File: src/include/rbc_pkg.sv
// package for the reset and brownout supervisor
//
// Behaviour
// four reset causes merge into chip reset
// any cause drives reset pin low, starts timer
// release needs pin, oscillator, count, flash ready
// reset pin high after release or supply recovery
// fetch address is zero on reset release
// all registers at reset values when running
// first brownout stage raises interrupt request
// first brownout stage readable as status bit
// second brownout stage forces chip reset
// brownout reset held until power-on reset
// protection pattern in flash, app calls unaffected
// level one: no jtag, limited boot, sector0
// level two: no jtag, boot after erase
// level three: no jtag, boot, override ignored
// edge and level external interrupt inputs provided
// enabled external interrupts wake from power-down
// vector table in lowest gigabyte (software)
// vector table 128-word aligned (software)
// timer waits for stable oscillator before run
// assert at once, release synchronous to clock
package rbc_pkg;

    // ----------------------------------------------------------------
    // timing constants
    // ----------------------------------------------------------------
    localparam int  CLK_MHZ           = 100;        // system clock rate
    localparam int  WAKE_TIME_US      = 100;        // wake-up hold time
    localparam int  WAKE_CYCLES       = WAKE_TIME_US * CLK_MHZ; // cycles held
    localparam int  OSC_STABLE_CYCLES = 64;         // osc good cycles needed

    // ----------------------------------------------------------------
    // vector and protection encodings
    // ----------------------------------------------------------------
    localparam logic [31:0] RESET_FETCH_ADDR = 32'h0000_0000; // fetch after reset
    localparam logic [31:0] PROT_PATTERN_L1  = 32'h1234_5678; // arbitrary pattern
    localparam logic [31:0] PROT_PATTERN_L2  = 32'h8765_4321; // arbitrary pattern
    localparam logic [31:0] PROT_PATTERN_L3  = 32'h4321_8765; // arbitrary pattern
    localparam int          EDGE_IRQ_NUM     = 46;   // edge interrupt inputs
    localparam int          LEVEL_IRQ_NUM    = 4;    // level interrupt inputs

    // protection level
    typedef enum logic [1:0] {
        RBC_PROT_NONE = 2'b00,
        RBC_PROT_ONE  = 2'b01,
        RBC_PROT_TWO  = 2'b10,
        RBC_PROT_THREE = 2'b11
    } rbc_prot_e;

    // sequencer state
    typedef enum logic [1:0] {
        RBC_ST_HOLD  = 2'b00,
        RBC_ST_WAIT  = 2'b01,
        RBC_ST_RUN   = 2'b10
    } rbc_state_e;

    // reset cause inputs
    typedef struct packed {
        logic pin_n;     // external reset pin, low active
        logic watchdog;  // watchdog expiry
        logic por;       // power-on reset
        logic brown_rst; // second brownout stage
    } rbc_cause_s;

    // access gating outputs
    typedef struct packed {
        logic jtag_en;       // debug port allowed
        logic boot_en;       // serial boot allowed
        logic boot_limited;  // limited command set
        logic sector0_lock;  // sector zero writes refused
        logic erase_first;   // updates only after full erase
        logic override_en;   // boot override pin honoured
    } rbc_access_s;

endpackage

File: src/rtl/rbc_irq_wake.sv
// external interrupt capture and wake logic
`timescale 1ns/1ps
module rbc_irq_wake #(
    parameter int N_EDGE  = rbc_pkg::EDGE_IRQ_NUM,  // edge inputs
    parameter int N_LEVEL = rbc_pkg::LEVEL_IRQ_NUM  // level inputs
) (
    input  wire logic               clk,         // system clock
    input  wire logic               rst_n,       // synchronised reset
    input  wire logic [N_EDGE-1:0]  edge_in,     // edge pins
    input  wire logic [N_EDGE-1:0]  edge_en,     // edge enables
    input  wire logic [N_LEVEL-1:0] level_in,    // level pins
    input  wire logic [N_LEVEL-1:0] level_en,    // level enables
    input  wire logic [N_EDGE-1:0]  edge_clr,    // clear pending edges
    output logic      [N_EDGE-1:0]  edge_pend,   // pending edge flags
    output logic                    wake         // wake request
);
    // ----------------------------------------------------------------
    // edge capture
    // ----------------------------------------------------------------
    logic [N_EDGE-1:0] edge_d_r;   // previous sample
    wire  [N_EDGE-1:0] edge_rise = edge_in & ~edge_d_r & edge_en; // rising

    // pending flags, a new edge wins over a clear
    // edge flags held
    always_ff @(posedge clk or negedge rst_n) begin
        if (!rst_n) begin
            edge_d_r  <= '0;
            edge_pend <= '0;
        end else begin
            edge_d_r  <= edge_in;
            edge_pend <= (edge_pend & ~edge_clr) | edge_rise;
        end
    end

    // wake from enabled inputs
    always_ff @(posedge clk or negedge rst_n) begin
        if (!rst_n) begin
            wake <= 1'b0;
        end else begin
            wake <= (|edge_rise) | (|(level_in & level_en));
        end
    end
endmodule

File: src/rtl/rbc_top.sv
// reset merge, wake-up timer, brownout and protection gating
`timescale 1ns/1ps
module rbc_top #(
    parameter int WAKE_CNT = rbc_pkg::WAKE_CYCLES, // wake-up hold cycles
    parameter int N_EDGE   = rbc_pkg::EDGE_IRQ_NUM, // edge interrupt inputs
    parameter int N_LEVEL  = rbc_pkg::LEVEL_IRQ_NUM // level interrupt inputs
) (
    input  wire logic                clk,            // system clock
    input  wire logic                nrst,           // supply-usable reset
    input  wire rbc_pkg::rbc_cause_s cause,          // reset causes
    input  wire logic                osc_ok,         // oscillator running
    input  wire logic                flash_init_done, // flash ready
    input  wire logic                brown_stage1,   // supply below stage one
    input  wire logic [31:0]         prot_word,      // protection flash word
    input  wire logic                boot_override_pin, // boot request, low
    input  wire logic [N_EDGE-1:0]   edge_in,        // edge interrupt pins
    input  wire logic [N_EDGE-1:0]   edge_en,        // edge enables
    input  wire logic [N_LEVEL-1:0]  level_in,       // level interrupt pins
    input  wire logic [N_LEVEL-1:0]  level_en,       // level enables
    input  wire logic [N_EDGE-1:0]   edge_clr,       // edge flag clears
    output logic                     reset_output_pin, // reset pin, low active
    output logic                     sys_rst_n,      // internal reset, low
    output logic [31:0]              fetch_addr,     // first fetch address
    output logic                     brown_irq,      // brownout irq request
    output logic                     brown_status,   // brownout status bit
    output rbc_pkg::rbc_access_s     access,         // access gating
    output logic                     serial_boot_enter, // enter serial boot
    output logic [N_EDGE-1:0]        edge_pend,      // pending edge flags
    output logic                     wake_req        // power-down wake
);
    import rbc_pkg::*;

    // ----------------------------------------------------------------
    // reset release synchroniser
    // ----------------------------------------------------------------
    logic rst_s1_r;   // first stage
    logic rst_n_r;    // synchronised reset

    // assert at once, release on a clock edge
    always_ff @(posedge clk or negedge nrst) begin
        if (!nrst) begin
            rst_s1_r <= 1'b0;
            rst_n_r  <= 1'b0;
        end else begin
            rst_s1_r <= 1'b1;
            rst_n_r  <= rst_s1_r;
        end
    end

    // ----------------------------------------------------------------
    // cause merge
    // ----------------------------------------------------------------
    // four causes merged
    wire any_cause = !cause.pin_n | cause.watchdog | cause.por | cause.brown_rst;
    // second stage forces reset
    // held until power-on takes over
    wire brown_hold = cause.brown_rst;

    // ----------------------------------------------------------------
    // wake-up timer state
    // ----------------------------------------------------------------
    rbc_state_e  state_r, state_nxt;  // sequencer state
    logic [31:0] cnt_r, cnt_nxt;      // clock count
    logic [7:0]  osc_cnt_r;           // oscillator stable count

    wire osc_stable = (osc_cnt_r == 8'(OSC_STABLE_CYCLES));
    wire cnt_done   = (cnt_r >= 32'(WAKE_CNT));
    // all four release conditions
    wire release_ok = cause.pin_n & osc_stable & cnt_done & flash_init_done;

    // next state decode
    always_comb begin
        state_nxt = state_r;
        cnt_nxt   = cnt_r;
        case (state_r)
            RBC_ST_HOLD: begin
                cnt_nxt = '0;
                if (!any_cause) begin
                    state_nxt = RBC_ST_WAIT;
                end
            end
            RBC_ST_WAIT: begin
                if (any_cause) begin
                    state_nxt = RBC_ST_HOLD;
                    cnt_nxt   = '0;
                end else if (release_ok) begin
                    state_nxt = RBC_ST_RUN;
                end else if (!cnt_done) begin
                    cnt_nxt = cnt_r + 32'd1;
                end
            end
            RBC_ST_RUN: begin
                // any cause restarts timer
                if (any_cause) begin
                    state_nxt = RBC_ST_HOLD;
                end
            end
            default: begin
                state_nxt = RBC_ST_HOLD;
            end
        endcase
    end

    // state and counter registers
    always_ff @(posedge clk or negedge rst_n_r) begin
        if (!rst_n_r) begin
            state_r <= RBC_ST_HOLD;
            cnt_r   <= '0;
        end else begin
            state_r <= state_nxt;
            cnt_r   <= cnt_nxt;
        end
    end

    // oscillator must stay good
    always_ff @(posedge clk or negedge rst_n_r) begin
        if (!rst_n_r) begin
            osc_cnt_r <= '0;
        end else if (!osc_ok) begin
            osc_cnt_r <= '0;
        end else if (!osc_stable) begin
            osc_cnt_r <= osc_cnt_r + 8'd1;
        end
    end

    // ----------------------------------------------------------------
    // reset outputs
    // ----------------------------------------------------------------
    wire run_nxt = (state_nxt == RBC_ST_RUN);

    // internal reset released on an edge
    // registers held in reset until run
    always_ff @(posedge clk or negedge rst_n_r) begin
        if (!rst_n_r) begin
            sys_rst_n <= 1'b0;
        end else begin
            sys_rst_n <= run_nxt;
        end
    end

    // pin high on release, brownout waits for supply
    always_ff @(posedge clk or negedge rst_n_r) begin
        if (!rst_n_r) begin
            reset_output_pin <= 1'b0;
        end else if (brown_hold) begin
            reset_output_pin <= 1'b0;
        end else begin
            reset_output_pin <= run_nxt;
        end
    end

    // fetch from address zero
    always_ff @(posedge clk or negedge rst_n_r) begin
        if (!rst_n_r) begin
            fetch_addr <= RESET_FETCH_ADDR;
        end else begin
            fetch_addr <= RESET_FETCH_ADDR;
        end
    end

    // ----------------------------------------------------------------
    // brownout stage one
    // ----------------------------------------------------------------
    // interrupt request; status bit
    always_ff @(posedge clk or negedge rst_n_r) begin
        if (!rst_n_r) begin
            brown_irq    <= 1'b0;
            brown_status <= 1'b0;
        end else begin
            brown_irq    <= brown_stage1;
            brown_status <= brown_stage1;
        end
    end

    // ----------------------------------------------------------------
    // code protection decode
    // ----------------------------------------------------------------
    // level from pattern word
    wire is_l1 = (prot_word == PROT_PATTERN_L1);
    wire is_l2 = (prot_word == PROT_PATTERN_L2);
    wire is_l3 = (prot_word == PROT_PATTERN_L3);
    wire rbc_prot_e prot_lvl = is_l3 ? RBC_PROT_THREE :
                               is_l2 ? RBC_PROT_TWO   :
                               is_l1 ? RBC_PROT_ONE   : RBC_PROT_NONE;
    rbc_prot_e   prot_r;     // level latched on reset release
    rbc_access_s acc_nxt;    // decoded access

    // level caught while reset held
    always_ff @(posedge clk or negedge rst_n_r) begin
        if (!rst_n_r) begin
            prot_r <= RBC_PROT_THREE;
        end else if (state_r != RBC_ST_RUN) begin
            prot_r <= prot_lvl;
        end
    end

    // access per level
    assign acc_nxt.jtag_en      = (prot_r == RBC_PROT_NONE);
    assign acc_nxt.boot_en      = (prot_r != RBC_PROT_THREE);
    assign acc_nxt.boot_limited = (prot_r == RBC_PROT_ONE) | (prot_r == RBC_PROT_TWO);
    assign acc_nxt.sector0_lock = (prot_r == RBC_PROT_ONE);
    assign acc_nxt.erase_first  = (prot_r == RBC_PROT_TWO);
    assign acc_nxt.override_en  = (prot_r != RBC_PROT_THREE);

    // access outputs registered
    always_ff @(posedge clk or negedge rst_n_r) begin
        if (!rst_n_r) begin
            access            <= '0;
            serial_boot_enter <= 1'b0;
        end else begin
            access            <= acc_nxt;
            // override ignored at level three
            serial_boot_enter <= acc_nxt.override_en & !boot_override_pin
                                 & (state_r != RBC_ST_RUN);
        end
    end

    // ----------------------------------------------------------------
    // external interrupts
    // ----------------------------------------------------------------
    logic wake_w;   // wake from submodule

    rbc_irq_wake #(
        .N_EDGE  (N_EDGE),
        .N_LEVEL (N_LEVEL)
    ) u_irq (
        .clk       (clk),
        .rst_n     (rst_n_r),
        .edge_in   (edge_in),
        .edge_en   (edge_en),
        .level_in  (level_in),
        .level_en  (level_en),
        .edge_clr  (edge_clr),
        .edge_pend (edge_pend),
        .wake      (wake_w)
    );

    // registered wake request
    always_ff @(posedge clk or negedge rst_n_r) begin
        if (!rst_n_r) begin
            wake_req <= 1'b0;
        end else begin
            wake_req <= wake_w;
        end
    end
endmodule

File: config.mk
export PLATFORM = sky130hd
export DESIGN_NAME = rbc_top
export DESIGN_NICKNAME = d
export VERILOG_FILES = /design/src/include/rbc_pkg.sv /design/src/rtl/rbc_irq_wake.sv /design/src/rtl/rbc_top.sv
export SDC_FILE = /design/constraint.sdc
export NUM_CORES = 1
export LEC_CHECK = 0
export BUFFER_PORTS_ARGS = -buffer_cell sky130_fd_sc_hd__buf_2
export CORE_MARGIN = 2
export CORE_UTILIZATION = 47
export CTS_CLUSTER_DIAMETER = 40
export CTS_CLUSTER_SIZE = 25
export DETAILED_ROUTE_END_ITERATION = 12
export HOLD_SLACK_MARGIN = 0.03
export PLACE_DENSITY_LB_ADDON = 0.1
export SYNTH_ARGS = -nofsm -noshare
export SYNTH_HDL_FRONTEND = slang
export SYNTH_HIERARCHICAL = 1
export SYNTH_SLANG_ARGS = --single-unit
export TNS_END_PERCENT = 1
File: constraint.sdc
create_clock -name clk -period 4.83 [get_ports clk]
set_input_delay 0.2415 -clock clk [delete_from_list [all_inputs] [get_ports clk]]
set_output_delay 0.2415 -clock clk [all_outputs]
set_load 0.01 [all_outputs]
==> Word-level counts from Yosys, hierarchy flattened <==
Index checks and enable logic that the tools add are counted.
{ "op_classes": {"n_mux": 15, "n_eq_ne": 14, "order_cmp": 1, "addsub": 2, "bitwise_logic": 17, "reduce_logical": 8} }
{ "op_table": {"columns": ["op", "count"], "rows": [
  ["46-bit AND", 3],
  ["32-bit 2-to-1 mux", 3],
  ["46-bit NOT", 2],
  ["32-bit case mux with 2 select lines", 1],
  ["46-bit bitwise OR", 1],
  ["46-bit OR reduction", 1],
  ["32-bit by 1-bit adder with 32-bit output, second input constant", 1],
  ["32-bit by 29-bit == test with 1-bit output, second input constant", 1],
  ["32-bit by 31-bit == test with 1-bit output, second input constant", 1],
  ["32-bit == test, second input constant", 1],
  ["32-bit by 14-bit >= comparator with 1-bit output, second input constant", 1],
  ["8-bit 2-to-1 mux", 2],
  ["2-bit 2-to-1 mux", 6],
  ["8-bit by 1-bit adder with 8-bit output, second input constant", 1],
  ["8-bit by 7-bit == test with 1-bit output, second input constant", 1],
  ["2-bit == test, second input constant", 3],
  ["2-bit inequality test, second input constant", 3],
  ["3-bit inequality test, second input constant", 2],
  ["2-bit case mux with 3 select lines", 1],
  ["1-bit AND", 5],
  ["1-bit bitwise OR", 5],
  ["4-bit AND", 1],
  ["2-bit by 1-bit == test with 1-bit output, second input constant", 2],
  ["2-bit logical NOT", 2],
  ["other kinds (5)", 7]
]} }
{ "word_totals": {"out_inout_bits": 90, "ff_bits": 149, "inputBits": 188, "word_cells": 76} }

==> Logic depth before layout (Yosys ltp) <==
Gate-level depths: netlist of run 1.
{ "depth": {"word_depth": 9, "depth_mapped": 6} }

==> Hierarchy <==
Netlist of run 1, hierarchy kept.
{ "by_module_without_submodules": {"columns": ["mod", "cells_each", "instances", "area_each_um2", "seq_area_each_um2"], "rows": [
  ["rbc_irq_wake", 249, 1, 3193.1, 2327.2],
  ["rbc_top", 287, 1, 3051.7, 1403.8]
]} }

==> Worst setup path after synthesis of run 1 <==
No wires, ideal clock.
{ "synth_timing": {"path_kind": "input to register", "startpoint": "input cause[2] (netlist name)", "endpoint": "register cnt_r[6]", "setup_ns": 0.086, "path_stages": 6, "required_ns": 4.744, "path_slack_ns": 2.864, "arrival_time_ns": 1.881, "path_cell_list": "or4b_1 > buf_6 > nor3_4 > or4b_1 > buf_6 > o221ai_2"} }
{ "synth_via": {"elab_chain_len": 5, "elab_cells_between_ends": 8, "classes_between": "2 x eq/ne; 2 x mux; 3 x bitwise; 1 x reduce/logical"} }
{ "synth_lines": {"columns": ["element", "line", "text"], "rows": [
  ["start, declared", "rbc_top.sv:10", "input wire rbc_pkg::rbc_cause_s cause,"],
  ["1-bit bitwise OR * (3 in series)", "rbc_top.sv:54", "wire any_cause = !cause.pin_n | cause.watchdog | cause.por | cause.brown_rst;"],
  ["3-bit inequality test (no line) / 32-bit 2-to-1 mux (equally long branches)", null, null],
  ["3-bit AND reduction (no line) / 32-bit case mux with 2 select lines (equally long branches)", null, null],
  ["end signal, assigned", "rbc_top.sv:111", "cnt_r <= cnt_nxt;"],
  ["end, declared", "rbc_top.sv:63", "logic [31:0] cnt_r, cnt_nxt;"]
]} }
Every way passes the cells marked *; elsewhere a longest branch is shown, timed or not.
A chain may end at the register's enable or synchronous reset.

==> Final worst setup path of run 1 <==
{ "layout_timing": {"startpoint": "register cnt_r[27]", "endpoint": "register cnt_r[8]"} }
{ "layout_via": {"elab_chain_len": 5, "elab_cells_between_ends": 6, "classes_between": "1 x order compare; 2 x eq/ne; 2 x bitwise; 1 x reduce/logical"} }
{ "layout_lines": {"columns": ["element", "line", "text"], "rows": [
  ["32-bit by 14-bit >= comparator with 1-bit output *", "rbc_top.sv:67", "wire cnt_done = (cnt_r >= 32'(WAKE_CNT));"],
  ["1-bit AND (2 in series)", "rbc_top.sv:69", "wire release_ok = cause.pin_n & osc_stable & cnt_done & flash_init_done;"],
  ["3-bit inequality test (no line)", null, null],
  ["3-bit AND reduction (no line) *", null, null]
]} }
Marked as above.

==> results.txt, run 1 <==
status -> complete, no violations
pin count of the biggest net entering global routing -> 112
part of the power in registers -> 0.463
row cnt -> 42
worst path arrival time -> 2.68 ns
vias in the first global route -> 5473
clk root buf -> clkbuf_16
DR vias -> 5249
first-pass GRT wire length -> 27500 µm
Unique masters post-synth -> 54
top cell type's share of synthesized area -> 0.589
Final Cell Area -> 9040 µm²
Post-Route Utilization -> 0.691
Yosys reg bits -> 149
RSZ-0062 raised after global routing -> no
Internal -> 2.22 mW
post-DP HPWL -> 11800 µm
Comb pwr share -> 0.105
Final ANT Viol Nets -> 0
Clock Power Share -> 0.431
R2R Path End -> cnt_r[8]
CTS Buf Count -> 17
PwrDens -> 318 nW/µm²
worst r2r path cells -> 4
critical path launch point type -> register
worst skew pair latency -> 0.41 ns
fillcell total -> 936
Die X -> 119 µm
Post-Place Cell Area -> 7530 µm²
P&R area growth vs syn -> 44.7%
clock slew seen by the registers of the worst setup and hold paths -> 0.06 ns
layout net count -> 1080
Crit Path Class -> register to register
Main synth FF type -> dfrtp_1
GRT overflow -> 0
Total Routing Usage GR -> 0.250
Worst path depth -> 4
Iter 0 DRT Violations -> 337
final setup vio count -> 0
Routed wire per std cell -> 16.2 µm
Leak Pwr -> 4.43 nW
Largest delay share family, worst path -> simple AND/OR/NAND/NOR gates
CP Buf/Inv Count -> 0
worst hold slack -> 0.0385 ns
core area -> 13100 µm²
Via density -> 4.89
initial cell density of the core -> 0.477
Peak VDD IR -> 204 µV
worst endpoint required time -> 5.15 ns
syn avg cell area -> 11.7 µm²
Final GP Congestion -> 0.802
Post-synth top cells -> dfrtp_1, inv_1, o21ai_0
IO Port Bufs -> 245
minimum clock period -> 2.36 ns
# diodes -> 0
fmax -> 0.424 GHz
Switching Share -> 0.228
slew margin rel. -> 0.472
TritonCTS clock tree -> yes
Hold WC Path Type -> input port to register
sequential area share after synthesis -> 0.597
worst-margin pin slew -> 0.787 ns
Worst R2R Start -> cnt_r[27]
drt drc -> 0
worst reg2reg setup slack -> 2.47 ns
number of flops mapped to enable cells by yosys -> 0
ys async rst share -> 1.00
CP max stage delay -> 0.88 ns
Crit-path slowest cell -> or4b_1
Slew Viols, Final -> 0
initial antenna violation count -> 0
Synth area leader -> dfrtp_1
Warnings, synthesis -> 6
TritonRoute pass-1 iters -> 5
WL final -> 17400 µm
Fin Setup TNS -> 0 ns
top-count cell post-synth -> dfrtp_1
I/O pin total -> 278
endpoint class of the critical path -> register
crit path launch -> cnt_r[27]
Max Cap Viol -> 0
Die ar. -> 14200 µm²
final cell count without fillers -> 1073
CP Capture Point -> cnt_r[8]
Cells after DPL -> 947
top post-synthesis cells by area -> dfrtp_1, nand3b_1, buf_4, o21ai_0, inv_1
Syn Inst Count -> 536
crit-path max FO -> 12
CTS Sinks -> 149
Clock Skews -> 0.00590 ns
layout cells sized above 1 -> 0.328
clk buf depth -> 2
Max H-tree Level -> 4
Final Hold Fails -> 0
CP cell instances -> nor4_1, nand4_1, or4b_1, o221ai_2
die outline height -> 119 µm
synthesized area -> 6240 µm²
Psw -> 654 µW
Period Utilization, post-route -> 0.489
flip-flops by register name, summed over array words and instances (netlist names):
register / count
u_irq/edge_d_r: 46
u_irq/edge_pend: 46
cnt_r: 32
osc_cnt_r: 8
access: 5
prot_r: 2
state_r: 2
brown_status: 1
reset_output_pin: 1
rst_n_r: 1
rst_s1_r: 1
serial_boot_enter: 1
sys_rst_n: 1
u_irq/wake: 1
wake_req: 1
worst min-delay path by stage:
stage,from,endpoint,slack (ns),cells past startpoint
finish,edge_clr[31],u_irq/edge_pend[31],0.04,2
global route,edge_clr[31],u_irq/edge_pend[31],0.03,2
CTS,edge_clr[2],u_irq/edge_pend[2],0.03,2
detailed placement,nrst,rst_n_r,0.03,1
global placement,nrst,rst_s1_r,0.03,1
floorplan,nrst,rst_n_r,-0.05,0
power groups by stage:
| stage | combinational (mW) | sequential (mW) | clock [mW] |
|---|---|---|---|
| after floorplan | 0.0855 | 1.38 | 0 |
| after global placement | 0.229 | 1.35 | 0 |
| after detailed placement | 0.234 | 1.35 | 0 |
| after CTS | 0.297 | 1.33 | 1.26 |
| after global routing | 0.329 | 1.34 | 1.33 |
| final | 0.303 | 1.33 | 1.24 |
per-stage QoR:
stage	setup WS, ns	total power [mW]
floorplan	0.375	1.46
global placement	2.44	1.58
detailed placement	2.38	1.59
CTS	2.43	2.89
global route	2.28	2.99
finish	2.47	2.87
per-layer routing:
layer | vias up | global-route usage | wire [µm]
met5 | - | 0 | 0
met4 | 0 | 0.108 | 459
met3 | 40 | 0.0551 | 847
met2 | 170 | 0.430 | 8930
met1 | 2521 | 0.303 | 7170
li1 | 2518 | - | -
timing repair:
action / 4_1_cts / 5_1_grt
endpoints found under the hold margin: 94 / 1
gates resized for setup: 0 / 0
setup buffers: 0 / 0
hold buffers: 93 / 1
cell usage in the layout (no fill, tap or decap), types with 5 or more instances in the layout:
| master | netlist | layout |
|---|---|---|
| clkbuf_16 | 0 | 17 |
| nand3_1 | 11 | 11 |
| o221ai_2 | 6 | 6 |
| buf_2 | 0 | 245 |
| nor4_1 | 12 | 12 |
| ha_1 | 8 | 8 |
| mux2i_1 | 6 | 6 |
| nor3b_1 | 6 | 6 |
| nand4_1 | 24 | 24 |
| conb_1 | 2 | 33 |
| o21ai_0 | 47 | 47 |
| dlygate4sd3_1 | 0 | 94 |
| clkinv_2 | 0 | 6 |
| nor2_1 | 6 | 6 |
| nand3b_1 | 45 | 45 |
| and2_1 | 25 | 25 |
| dfrtp_1 | 147 | 146 |
| inv_1 | 61 | 61 |
| and3_1 | 7 | 7 |
| xnor2_1 | 5 | 5 |
| nand2_1 | 15 | 15 |
area by class of cell:
class	instances	area [µm²]	area share
clock buffers	23	488	0.0540
clock inverters	9	76.3	0.00845
inverters	61	229	0.0253
multi-input cells	315	2100	0.232
flip-flops and latches	149	3730	0.413
well taps	176	220	0.0244
repair buffers	340	2190	0.242
logic make-up after synthesis:
group	share of synthesized area
fa+ha+maj	0.0160
mux	0.00962
flops	0.597
buf+inv	0.0848
xor+xnor	0.00842
other cells	0.00120
simple gates	0.200
compound gates	0.0830
(Power assumes the default switching activity.)
==> inputs of run 2 (changes only) <==
- clock period: 4.83 -> 2.45 ns (I/O delays scaled with it)
==> run 2 against run 1 <==
  * Fmax grew 4.7%
  * Flip-flop and latch count is the same
  * Non-clock buffer count grew 51
  * Critical endpoint is now cnt_r[0]
  * Largest cell class unchanged
==> results.txt, run 2 (synthesis gave the netlist of run 1 again) <==
status -> complete, no violations
Worst path depth -> 4
Die ar. -> 14200 µm²
Max Cap Viol -> 0
Setup Buffers After CTS -> 0
Fin Setup TNS -> 0 ns
CP cell instances -> nor4_1, nand4_1, or4b_1, mux2i_1
IO Port Bufs -> 245
Worst R2R Start -> cnt_r[27]
post-DP HPWL -> 12100 µm
vias in the first global route -> 6122
Crit-path slowest cell -> or4b_1
worst-margin pin slew -> 0.770 ns
Place WS -> 0.206 ns
worst path arrival time -> 2.58 ns
Comb pwr share -> 0.114
Max H-tree Level -> 4
most frequent cells in the layout -> buf_2, dfrtp_1, dlygate4sd3_1, inv_1, o21ai_0
Iter 0 DRT Violations -> 403
largest registers -> u_irq/edge_d_r x46, u_irq/edge_pend x46, cnt_r x32
core area -> 13100 µm²
Final ANT Viol Nets -> 0
hold path depth -> 3
Psw -> 1.37 mW
Period Utilization, post-route -> 0.920
Crit Path Class -> register to register
row cnt -> 42
PwrDens -> 635 nW/µm²
endpoint class of the critical path -> register
final setup vio count -> 0
fmax -> 0.443 GHz
part of the power in registers -> 0.432
P&R area growth vs syn -> 53.7%
Leak Pwr -> 4.74 nW
GRT overflow -> 0
die outline height -> 119 µm
worst endpoint required time -> 2.78 ns
clock slew seen by the registers of the worst setup and hold paths -> 0.06 ns
minimum clock period -> 2.26 ns
TritonRoute pass-1 iters -> 5
Die X -> 119 µm
Largest delay share family, worst path -> simple AND/OR/NAND/NOR gates
CTS Sinks -> 149
worst skew pair latency -> 0.42 ns
fillcell total -> 888
slew margin rel. -> 0.483
CP Buf/Inv Count -> 0
Final GP Congestion -> 0.797
CTS Buf Count -> 17
Peak VDD IR -> 463 µV
initial cell density of the core -> 0.477
clk root buf -> clkbuf_16
WL final -> 19800 µm
crit-path max FO -> 7
RSZ-0062 raised after global routing -> no
TritonCTS clock tree -> yes
Via density -> 5.08
pin count of the biggest net entering global routing -> 67
DR vias -> 5718
Final Hold Fails -> 0
drt drc -> 0
Clock Power Share -> 0.454
crit path launch -> cnt_r[27]
I/O pin total -> 278
Internal -> 4.73 mW
Switching Share -> 0.224
commonest non-fill, non-tap cell in the layout -> buf_2
setup slack after layout -> 0.195 ns
Hold WC Path Type -> input port to register
worst r2r path cells -> 4
critical path launch point type -> register
Routed wire per std cell -> 17.6 µm
Clock Skews -> 0.00984 ns
hold path startpoint -> edge_en[40]
first-pass GRT wire length -> 31400 µm
Slew Viols, Final -> 0
clk buf depth -> 2
worst reg2reg setup slack -> 0.19 ns
layout net count -> 1131
layout cells sized above 1 -> 0.314
initial antenna violation count -> 1
Total Routing Usage GR -> 0.286
CP max stage delay -> 0.81 ns
==> run 2: repair_timing <==
| item | 4_1_cts | 5_1_grt |
|---|---|---|
| resized for setup | 0 | 0 |
| hold buffers | 140 | 0 |
| endpoints found under the hold margin | 105 | 0 |
==> run 2: worst paths after layout <==
path | end
hold reg to reg | wake_req
setup / recovery | cnt_r[0]
max in group asynchronous | prot_r[1]
setup reg to reg | cnt_r[0]
hold / removal | u_irq/edge_pend[40]
min in group asynchronous | rst_n_r
==> run 2: area by class of cell <==
class	count	area [µm²]	share of cell area
flip-flops and latches	149	3730	0.389
clock buffers	23	478	0.0498
inverters	61	229	0.0239
multi-input cells	315	2100	0.219
clock inverters	9	149	0.0155
well taps	176	220	0.0229
diodes	1	2.50	0.000261
repair buffers	391	2690	0.280
==> run 2: routing by layer <==
layer  up-vias  track usage  part of all wire
met5         -            0                 0
met4         0        0.144             0.038
met3        69       0.0805             0.070
met2       256        0.487              0.51
met1      2781        0.330              0.38
li1       2612            -                 -
==> run 2: worst min-delay path: cells and delay by family <==
family | cells | cell delay, ns
compound gates | 1 | 0.12
buf+inv | 1 | 0.08
simple gates | 1 | 0.08
==> run 2: power by group through the flow <==
stage	Combinational [mW]	Sequential, mW	Clock, mW
floorplan	0.169	2.72	0
global placement	0.449	2.67	0
detailed placement	0.459	2.67	0
CTS	0.661	2.63	2.79
global route	0.753	2.65	2.90
finish	0.698	2.64	2.77
==> run 2: metrics by stage <==
| stage | area, µm² | std cells | utilization | power, mW | hold slack (ns) |
|---|---|---|---|---|---|
| floorplan | 6360 | 567 | - | 2.88 | -0.173 |
| global placement | 7570 | 952 | 0.578 | 3.12 | -0.0905 |
| detailed placement | 7570 | 952 | 0.578 | 3.13 | -0.0894 |
| CTS | 9600 | 1124 | 0.733 | 6.08 | 0.0304 |
| global route | 9600 | 1125 | 0.734 | 6.30 | 0.0504 |
| finish | 9600 | 1125 | 0.734 | 6.10 | 0.0461 |
